**src/common/mfp_pkg.sv**
```systemverilog
// Package with register map, field layout and carrier types for the multifunction pin block.
// ============================================================================
// Notes on behaviour
// - Function 0000 powers down both pin buffers.
// - Function 0001 makes the pin an input.
// - Function 0010 makes the pin a general input.
// - Function 0011 drives the output value bit.
// - Function 0100 drives the divided clock output.
// - Codes 0101/0110 drive interrupt line a/b.
// - Codes 1000/1001 drive secondary bit/word clock.
// - Read-only bit shows general pin input level.
// - Output value bit, reset zero, sets level.
// - Data pin code 00 powers down its buffer.
// - Data pin code 01, reset value, enables it.
// - Data pin code 10 general input; 11 reserved.
// - Single-pulse interrupt is one pulse of about 2 ms.
package mfp_pkg;

  // ============================================================================
  // Register offsets
  localparam logic [7:0] MFP_REG_RSVD_A    = 8'h32;
  localparam logic [7:0] MFP_REG_GPIN_CTRL = 8'h33;
  localparam logic [7:0] MFP_REG_RSVD_B    = 8'h34;
  localparam logic [7:0] MFP_REG_RSVD_C    = 8'h35;
  localparam logic [7:0] MFP_REG_DIN_CTRL  = 8'h36;
  localparam logic [7:0] MFP_REG_RSVD_D    = 8'h37;
  localparam logic [7:0] MFP_REG_RSVD_E    = 8'h38;
  localparam logic [7:0] MFP_REG_RSVD_F    = 8'h39;
  localparam logic [7:0] MFP_REG_RSVD_G    = 8'h3A;
  localparam logic [7:0] MFP_REG_RSVD_H    = 8'h3B;

  // ============================================================================
  // Reset values
  localparam logic [7:0] MFP_RST_ZERO   = 8'h00;
  localparam logic [7:0] MFP_RST_RSVD_C = 8'h09;
  localparam logic [3:0] MFP_RST_GFUNC  = 4'h0;
  localparam logic [1:0] MFP_RST_DFUNC  = 2'h1;
  localparam logic [1:0] MFP_RST_GTOP   = 2'h0;
  localparam logic [4:0] MFP_RST_DTOP   = 5'h00;

  // ============================================================================
  // Field positions
  localparam int MFP_GTOP_HI  = 7;
  localparam int MFP_GTOP_LO  = 6;
  localparam int MFP_GFUNC_HI = 5;
  localparam int MFP_GFUNC_LO = 2;
  localparam int MFP_GIN_BIT  = 1;
  localparam int MFP_GOUT_BIT = 0;
  localparam int MFP_DTOP_HI  = 7;
  localparam int MFP_DTOP_LO  = 3;
  localparam int MFP_DFUNC_HI = 2;
  localparam int MFP_DFUNC_LO = 1;
  localparam int MFP_DIN_BIT  = 0;

  // ============================================================================
  // Function codes
  localparam logic [3:0] MFP_G_OFF     = 4'h0;
  localparam logic [3:0] MFP_G_INPUT   = 4'h1;
  localparam logic [3:0] MFP_G_GPI     = 4'h2;
  localparam logic [3:0] MFP_G_GPO     = 4'h3;
  localparam logic [3:0] MFP_G_DIVIDED_CLOCK_OUTPUT  = 4'h4;
  localparam logic [3:0] MFP_G_INT_A   = 4'h5;
  localparam logic [3:0] MFP_G_INT_B   = 4'h6;
  localparam logic [3:0] MFP_G_BCLK    = 4'h8;
  localparam logic [3:0] MFP_G_WCLK    = 4'h9;
  localparam logic [1:0] MFP_D_OFF     = 2'h0;
  localparam logic [1:0] MFP_D_SERIAL  = 2'h1;
  localparam logic [1:0] MFP_D_GPI     = 2'h2;

  // ============================================================================
  // Carrier types
  typedef struct packed {
    logic       wr;
    logic       rd;
    logic [7:0] addr;
    logic [7:0] wdata;
  } mfp_req_t;

  typedef struct packed {
    logic divided_clock_output;
    logic interrupt_line_a;
    logic interrupt_line_b;
    logic sec_bit_clock;
    logic sec_word_clock;
  } mfp_src_t;

  typedef struct packed {
    logic gpin_out;
    logic gpin_oe_n;
    logic gpin_ibuf_en;
    logic din_ibuf_en;
    logic gpin_input_use;
    logic din_serial_use;
  } mfp_pin_t;

endpackage

```
**src/verilog/mfp_pin_ctrl.sv**
```systemverilog
// Multifunction pin control: register bank and pin muxing for the general pin and data pin.
`timescale 1ns/1ps
module mfp_pin_ctrl
  import mfp_pkg::*;
(
  // Clock and reset
  input  wire logic       clk_in,
  input  wire logic       rst_n_in,
  // Register port from the control interface decoder
  input  wire mfp_req_t   req_in,
  output      logic [7:0] rdata_out,
  output      logic       rvalid_out,
  // Internal signal sources routed to the general pin
  input  wire mfp_src_t   src_in,
  // Pins
  input  wire logic       general_pin_one_in,
  input  wire logic       din_pin_in,
  output      mfp_pin_t   pin_out,
  // Synchronised pin levels for the consumers
  output      logic       general_pin_one_level_out,
  output      logic       din_level_out
);

  // ============================================================================
  // State
  typedef struct packed {
    logic [1:0] gtop;
    logic [3:0] gfunc;
    logic       gout;
    logic [4:0] dtop;
    logic [1:0] dfunc;
    logic [7:0] rsvd_a;
    logic [7:0] rsvd_b;
    logic [7:0] rsvd_c;
    logic [7:0] rsvd_d;
    logic [7:0] rsvd_e;
    logic [7:0] rsvd_f;
    logic [7:0] rsvd_g;
    logic [7:0] rsvd_h;
    logic [1:0] gsync;
    logic [1:0] dsync;
    logic [7:0] rdata;
    logic       rvalid;
    mfp_pin_t   pin;
    logic       glevel;
    logic       dlevel;
  } mfp_state_t;

  mfp_state_t st;
  mfp_state_t next_st;

  // Decides whether the general pin drives; reserved codes leave it undriven.
  function automatic logic gfunc_drives(input logic [3:0] f);
    gfunc_drives = (f == MFP_G_GPO) || (f == MFP_G_DIVIDED_CLOCK_OUTPUT) || (f == MFP_G_INT_A) ||
                   (f == MFP_G_INT_B) || (f == MFP_G_BCLK) || (f == MFP_G_WCLK);
  endfunction

  // ============================================================================
  // Next state
  always_comb begin
    logic       g_in;
    logic       d_in;
    logic       gsrc;
    g_in           = 1'b0;
    d_in           = 1'b0;
    gsrc           = 1'b0;
    next_st        = st;
    next_st.rvalid = 1'b0;
    // The second stage is the only reader of the first.
    next_st.gsync  = {st.gsync[0], general_pin_one_in};
    next_st.dsync  = {st.dsync[0], din_pin_in};
    // An off function code reads as low; every other code passes the synchronised level.
    g_in = st.gsync[1] & (st.gfunc != MFP_G_OFF);
    d_in = st.dsync[1] & (st.dfunc != MFP_D_OFF);

    if (req_in.wr) begin
      if (req_in.addr == MFP_REG_RSVD_A) begin
        next_st.rsvd_a = req_in.wdata;
      end else if (req_in.addr == MFP_REG_GPIN_CTRL) begin
        next_st.gtop  = req_in.wdata[MFP_GTOP_HI:MFP_GTOP_LO];
        next_st.gfunc = req_in.wdata[MFP_GFUNC_HI:MFP_GFUNC_LO];
        next_st.gout  = req_in.wdata[MFP_GOUT_BIT];
      end else if (req_in.addr == MFP_REG_RSVD_B) begin
        next_st.rsvd_b = req_in.wdata;
      end else if (req_in.addr == MFP_REG_RSVD_C) begin
        next_st.rsvd_c = req_in.wdata;
      end else if (req_in.addr == MFP_REG_DIN_CTRL) begin
        next_st.dtop  = req_in.wdata[MFP_DTOP_HI:MFP_DTOP_LO];
        next_st.dfunc = req_in.wdata[MFP_DFUNC_HI:MFP_DFUNC_LO];
      end else if (req_in.addr == MFP_REG_RSVD_D) begin
        next_st.rsvd_d = req_in.wdata;
      end else if (req_in.addr == MFP_REG_RSVD_E) begin
        next_st.rsvd_e = req_in.wdata;
      end else if (req_in.addr == MFP_REG_RSVD_F) begin
        next_st.rsvd_f = req_in.wdata;
      end else if (req_in.addr == MFP_REG_RSVD_G) begin
        next_st.rsvd_g = req_in.wdata;
      end else if (req_in.addr == MFP_REG_RSVD_H) begin
        next_st.rsvd_h = req_in.wdata;
      end
    end

    if (req_in.rd) begin
      next_st.rvalid = 1'b1;
      if (req_in.addr == MFP_REG_RSVD_A) begin
        next_st.rdata = st.rsvd_a;
      end else if (req_in.addr == MFP_REG_GPIN_CTRL) begin
        next_st.rdata = {st.gtop, st.gfunc, g_in, st.gout};
      end else if (req_in.addr == MFP_REG_RSVD_B) begin
        next_st.rdata = st.rsvd_b;
      end else if (req_in.addr == MFP_REG_RSVD_C) begin
        next_st.rdata = st.rsvd_c;
      end else if (req_in.addr == MFP_REG_DIN_CTRL) begin
        next_st.rdata = {st.dtop, st.dfunc, d_in};
      end else if (req_in.addr == MFP_REG_RSVD_D) begin
        next_st.rdata = st.rsvd_d;
      end else if (req_in.addr == MFP_REG_RSVD_E) begin
        next_st.rdata = st.rsvd_e;
      end else if (req_in.addr == MFP_REG_RSVD_F) begin
        next_st.rdata = st.rsvd_f;
      end else if (req_in.addr == MFP_REG_RSVD_G) begin
        next_st.rdata = st.rsvd_g;
      end else if (req_in.addr == MFP_REG_RSVD_H) begin
        next_st.rdata = st.rsvd_h;
      end else begin
        next_st.rdata = MFP_RST_ZERO;
      end
    end

    // Pin routing follows the stored function, so a new code takes effect one cycle later.
    case (st.gfunc)
      MFP_G_GPO:    gsrc = st.gout;
      MFP_G_DIVIDED_CLOCK_OUTPUT: gsrc = src_in.divided_clock_output;
      MFP_G_INT_A:  gsrc = src_in.interrupt_line_a;
      MFP_G_INT_B:  gsrc = src_in.interrupt_line_b;
      MFP_G_BCLK:   gsrc = src_in.sec_bit_clock;
      MFP_G_WCLK:   gsrc = src_in.sec_word_clock;
      default:      gsrc = 1'b0;
    endcase
    next_st.pin.gpin_out       = gsrc;
    next_st.pin.gpin_oe_n      = ~gfunc_drives(st.gfunc);
    next_st.pin.gpin_ibuf_en   = (st.gfunc == MFP_G_INPUT) || (st.gfunc == MFP_G_GPI);
    next_st.pin.gpin_input_use = (st.gfunc == MFP_G_INPUT);
    next_st.pin.din_ibuf_en    = (st.dfunc == MFP_D_SERIAL) || (st.dfunc == MFP_D_GPI);
    next_st.pin.din_serial_use = (st.dfunc == MFP_D_SERIAL);
    next_st.glevel             = g_in;
    next_st.dlevel             = d_in;
  end

  // ============================================================================
  // Registers
  always_ff @(posedge clk_in) begin
    if (!rst_n_in) begin
      st        <= '0;
      st.gtop   <= MFP_RST_GTOP;
      st.gfunc  <= MFP_RST_GFUNC;
      st.gout   <= 1'b0;
      st.dtop   <= MFP_RST_DTOP;
      st.dfunc  <= MFP_RST_DFUNC;
      st.rsvd_a <= MFP_RST_ZERO;
      st.rsvd_c <= MFP_RST_RSVD_C;
      st.pin.gpin_oe_n      <= 1'b1;
      st.pin.din_ibuf_en    <= 1'b1;
      st.pin.din_serial_use <= 1'b1;
    end else begin
      st <= next_st;
    end
  end

  assign rdata_out                 = st.rdata;
  assign rvalid_out                = st.rvalid;
  assign pin_out                   = st.pin;
  assign general_pin_one_level_out = st.glevel;
  assign din_level_out             = st.dlevel;

endmodule
```
**config.mk**
```make
export PLATFORM = sky130hd
export DESIGN_NAME = mfp_pin_ctrl
export DESIGN_NICKNAME = d
export VERILOG_FILES = /design/src/common/mfp_pkg.sv /design/src/verilog/mfp_pin_ctrl.sv
export SDC_FILE = /design/constraint.sdc
export NUM_CORES = 1
export LEC_CHECK = 0
export ABC_AREA = 1
export BUFFER_PORTS_ARGS = -buffer_cell sky130_fd_sc_hd__buf_2
export CAP_MARGIN = 20
export CORE_ASPECT_RATIO = 1.25
export CORE_MARGIN = 8
export CORE_UTILIZATION = 58
export CTS_BUF_LIST = sky130_fd_sc_hd__clkbuf_4 sky130_fd_sc_hd__clkbuf_8
export CTS_CLUSTER_DIAMETER = 40
export DETAILED_ROUTE_END_ITERATION = 7
export PLACE_DENSITY = 0.78
export SKIP_LAST_GASP = 1
export SYNTH_ARGS = -nofsm -noshare
export SYNTH_HDL_FRONTEND = slang
export SYNTH_SLANG_ARGS = --single-unit
```
**constraint.sdc**
```tcl
create_clock -name clk_in -period 1.92 [get_ports clk_in]
set_input_delay 0.192 -clock clk_in [delete_from_list [all_inputs] [get_ports clk_in]]
set_output_delay 0.192 -clock clk_in [all_outputs]
set_load 0.01 [all_outputs]
```
==> flow_summary.ini <==
[sta]
fmax_mhz = 668
setup_viol = 0
rsz0062_at_grt = false
worstMarginPinSlew_ps = 467
tns_ps = 0
period_share_pct = 78.0
hold_viol_final = 0
report.final.slew_viol_count = 0
timing.final.crit_period_ps = 1500
skew_ps = 9.70
slew_headroom_pct = 68.6

[clock_network]
ctsResizeCount = 0
post-cts-setup-buffers = 0
cts_tree = built
hold_buffers = 2
clock-sinks = 99
clockBufferDepth = 2
htreeDepth = 3
cts_buffers = 9
root_buffer = clkbuf_8
clk_latency_ps = 380
clk_pin_slew_ps = 90

[synthesis]
async_flop_share_pct = 0
yosysMostFrequentCell = nand2_1
synth_area_leaders = dfxtp_1 (43%), nand2_1 (8.9%), a21oi_1 (8.6%), inv_1 (6.9%), nand3_1 (5.5%)
netlist_top_cells_count = nand2_1 (109), dfxtp_1 (99), inv_1 (85)
ys_warn_count = 0
yosysSeqAreaShare_pct = 43.0
synth_top_flop_cell = dfxtp_1
ys_ff_latch = 99
syn_area_um2 = 4610
synth.distinct_cells = 35
synth_area_per_cell_um2 = 7.28
synth_nets = 662
yosysTopAreaCellShare_pct = 43.0
synth_top_area_cell = dfxtp_1
synth_edf_count = 0
synth_cells = 633

[final_layout]
syn_to_final_growth_pct = 9.93
fill_cells = 734
regArea_um2 = 1980
drive_gt1_share_pct = 17.0
antenna_cells = 0
fin_nets = 695
multi_input_area_um2 = 2020
stdcell_count = 765

[floorplanning]
ios = 44
die_x_um = 95.7
row_count = 36
core_um2 = 7750
die_h_um = 116
initial_utilization_pct = 59.5
dieArea_um2 = 11100

[place]
post-place-cells = 748
io_buffers = 43
gp_congestion = 0.944
dp_hpwl_mm = 8.90

[flow_run]
cap_violations = 0

[power_and_ir_drop]
ir_drop_mv = 0.469
power_density_nw_per_um2 = 717
power.leakage_nw = 2.15

[critical_path]
worstSetupEndpointType = register
worstSetupStartpointType = register
crit_fanout = 6
critPathArrivalTime_ps = 1770
critPathKind = reg2reg
cp_data_required_time_ps = 2190

[global_routing]
grt_antenna_before_repair = 0
grt_max_degree = 40
grtUsageTotal_pct = 23.2
grt_pass1_wl_mm = 19.8
grt.overflow.total = 0
first_global_vias = 4214

[route]
drtAntennaViolNets = 0
avgViaCountPerCell = 5.60
first_pass_iters = 6
wl_mm = 12.0
drc = 0
vias = 4285
drtIter0Drc = 407
wl_per_cell_um = 15.7

[hold_path]
min_path_type = in2reg

[run_status]
status = finished, final reports clean
## state kept, by name, indices dropped and copies added, names as in the netlist
signal,flops
rvalid_out,1
pin_out,6
rdata_out,8
next_st,2
din_level_out,1
st,80
general_pin_one_level_out,1
## cell type report
| type | instances | area share, % |
|---|---|---|
| clock buffers | 11 | 2.86 |
| clock inverters | 4 | 1.01 |
| well taps | 95 | 2.35 |
| repair buffers | 65 | 7.85 |
| multi-input cells | 398 | 39.9 |
| inverters | 93 | 6.89 |
| flip-flops and latches | 99 | 39.1 |
## placed cells by master (no fill, tap or decap), types with 6 or more instances in the layout
master    count
nand2_1     109
nand2_2       7
a211oi_1      6
inv_2         8
o221ai_1      6
o21ai_1      11
dfxtp_1      99
nand4_1       8
o21ai_0      46
inv_1        85
nand3_1      51
buf_4        19
a21oi_1      79
clkbuf_8     10
buf_2        43
nor2_1       41
## metrics by stage
step | instance area, um2 | worst slack [ps] | util (%) | total power, mW | hold slack (ps)
6_report | 5070 | 422 | 65.4 | 3.63 | 91.5
5_1_grt | 5070 | 319 | 65.4 | 3.76 | 106
4_1_cts | 5070 | 421 | 65.4 | 3.66 | 79.3
3_5_place_dp | 4850 | 148 | 62.6 | 2.33 | 383
3_3_place_gp | 4850 | 211 | 62.6 | 2.33 | 371
2_1_floorplan | 4610 | 537 | - | 2.24 | 290
## power breakdown
part	switching (mW)	internal (mW)	total [mW]
combinational	0.160	0.0652	0.225
sequential	0.00306	2.06	2.06
clock	0.699	0.645	1.34
## per-layer routing
metal / vias up / wire, um / global-route usage [%]
li1: 2114 / - / -
met5: - / 0 / 0
met3: 50 / 873 / 4.08
met1: 1919 / 4720 / 26.3
met2: 202 / 5860 / 38.6
met4: 0 / 573 / 15.7
## cell families after synthesis
kind of cell             synth area share [%]
adder cells (fa/ha/maj)                 0.543
AO/OA/AOI/OAI                            18.4
AND/OR/NAND/NOR                          25.0
flip-flops                               43.0
buffers and inverters                    13.1
## worst paths after layout
| path | from | endpoint | slack, ps | depth (start not counted) |
|---|---|---|---|---|
| hold reg to reg | next_st[18]$_SDFF_PN0_ | st[18]$_SDFF_PN0_ | 420 | 2 |
| setup / recovery | st[94]$_SDFFE_PN0P_ | rdata_out[1]$_SDFFE_PN0P_ | 420 | 8 |
| hold / removal | src_in[4] | pin_out[5]$_SDFF_PN0_ | 90 | 3 |
| setup reg to reg | st[94]$_SDFFE_PN0P_ | rdata_out[1]$_SDFFE_PN0P_ | 420 | 8 |
## critical path, cell delays in order (launching register included)
cell      delay [ps]
dfxtp_1          380
nor2_1           170
inv_1            100
o21ai_0          330
o221ai_1         180
inv_1             80
nand2_1           50
nand2_1           60
a21oi_1           60
(Power assumes the default switching activity.)
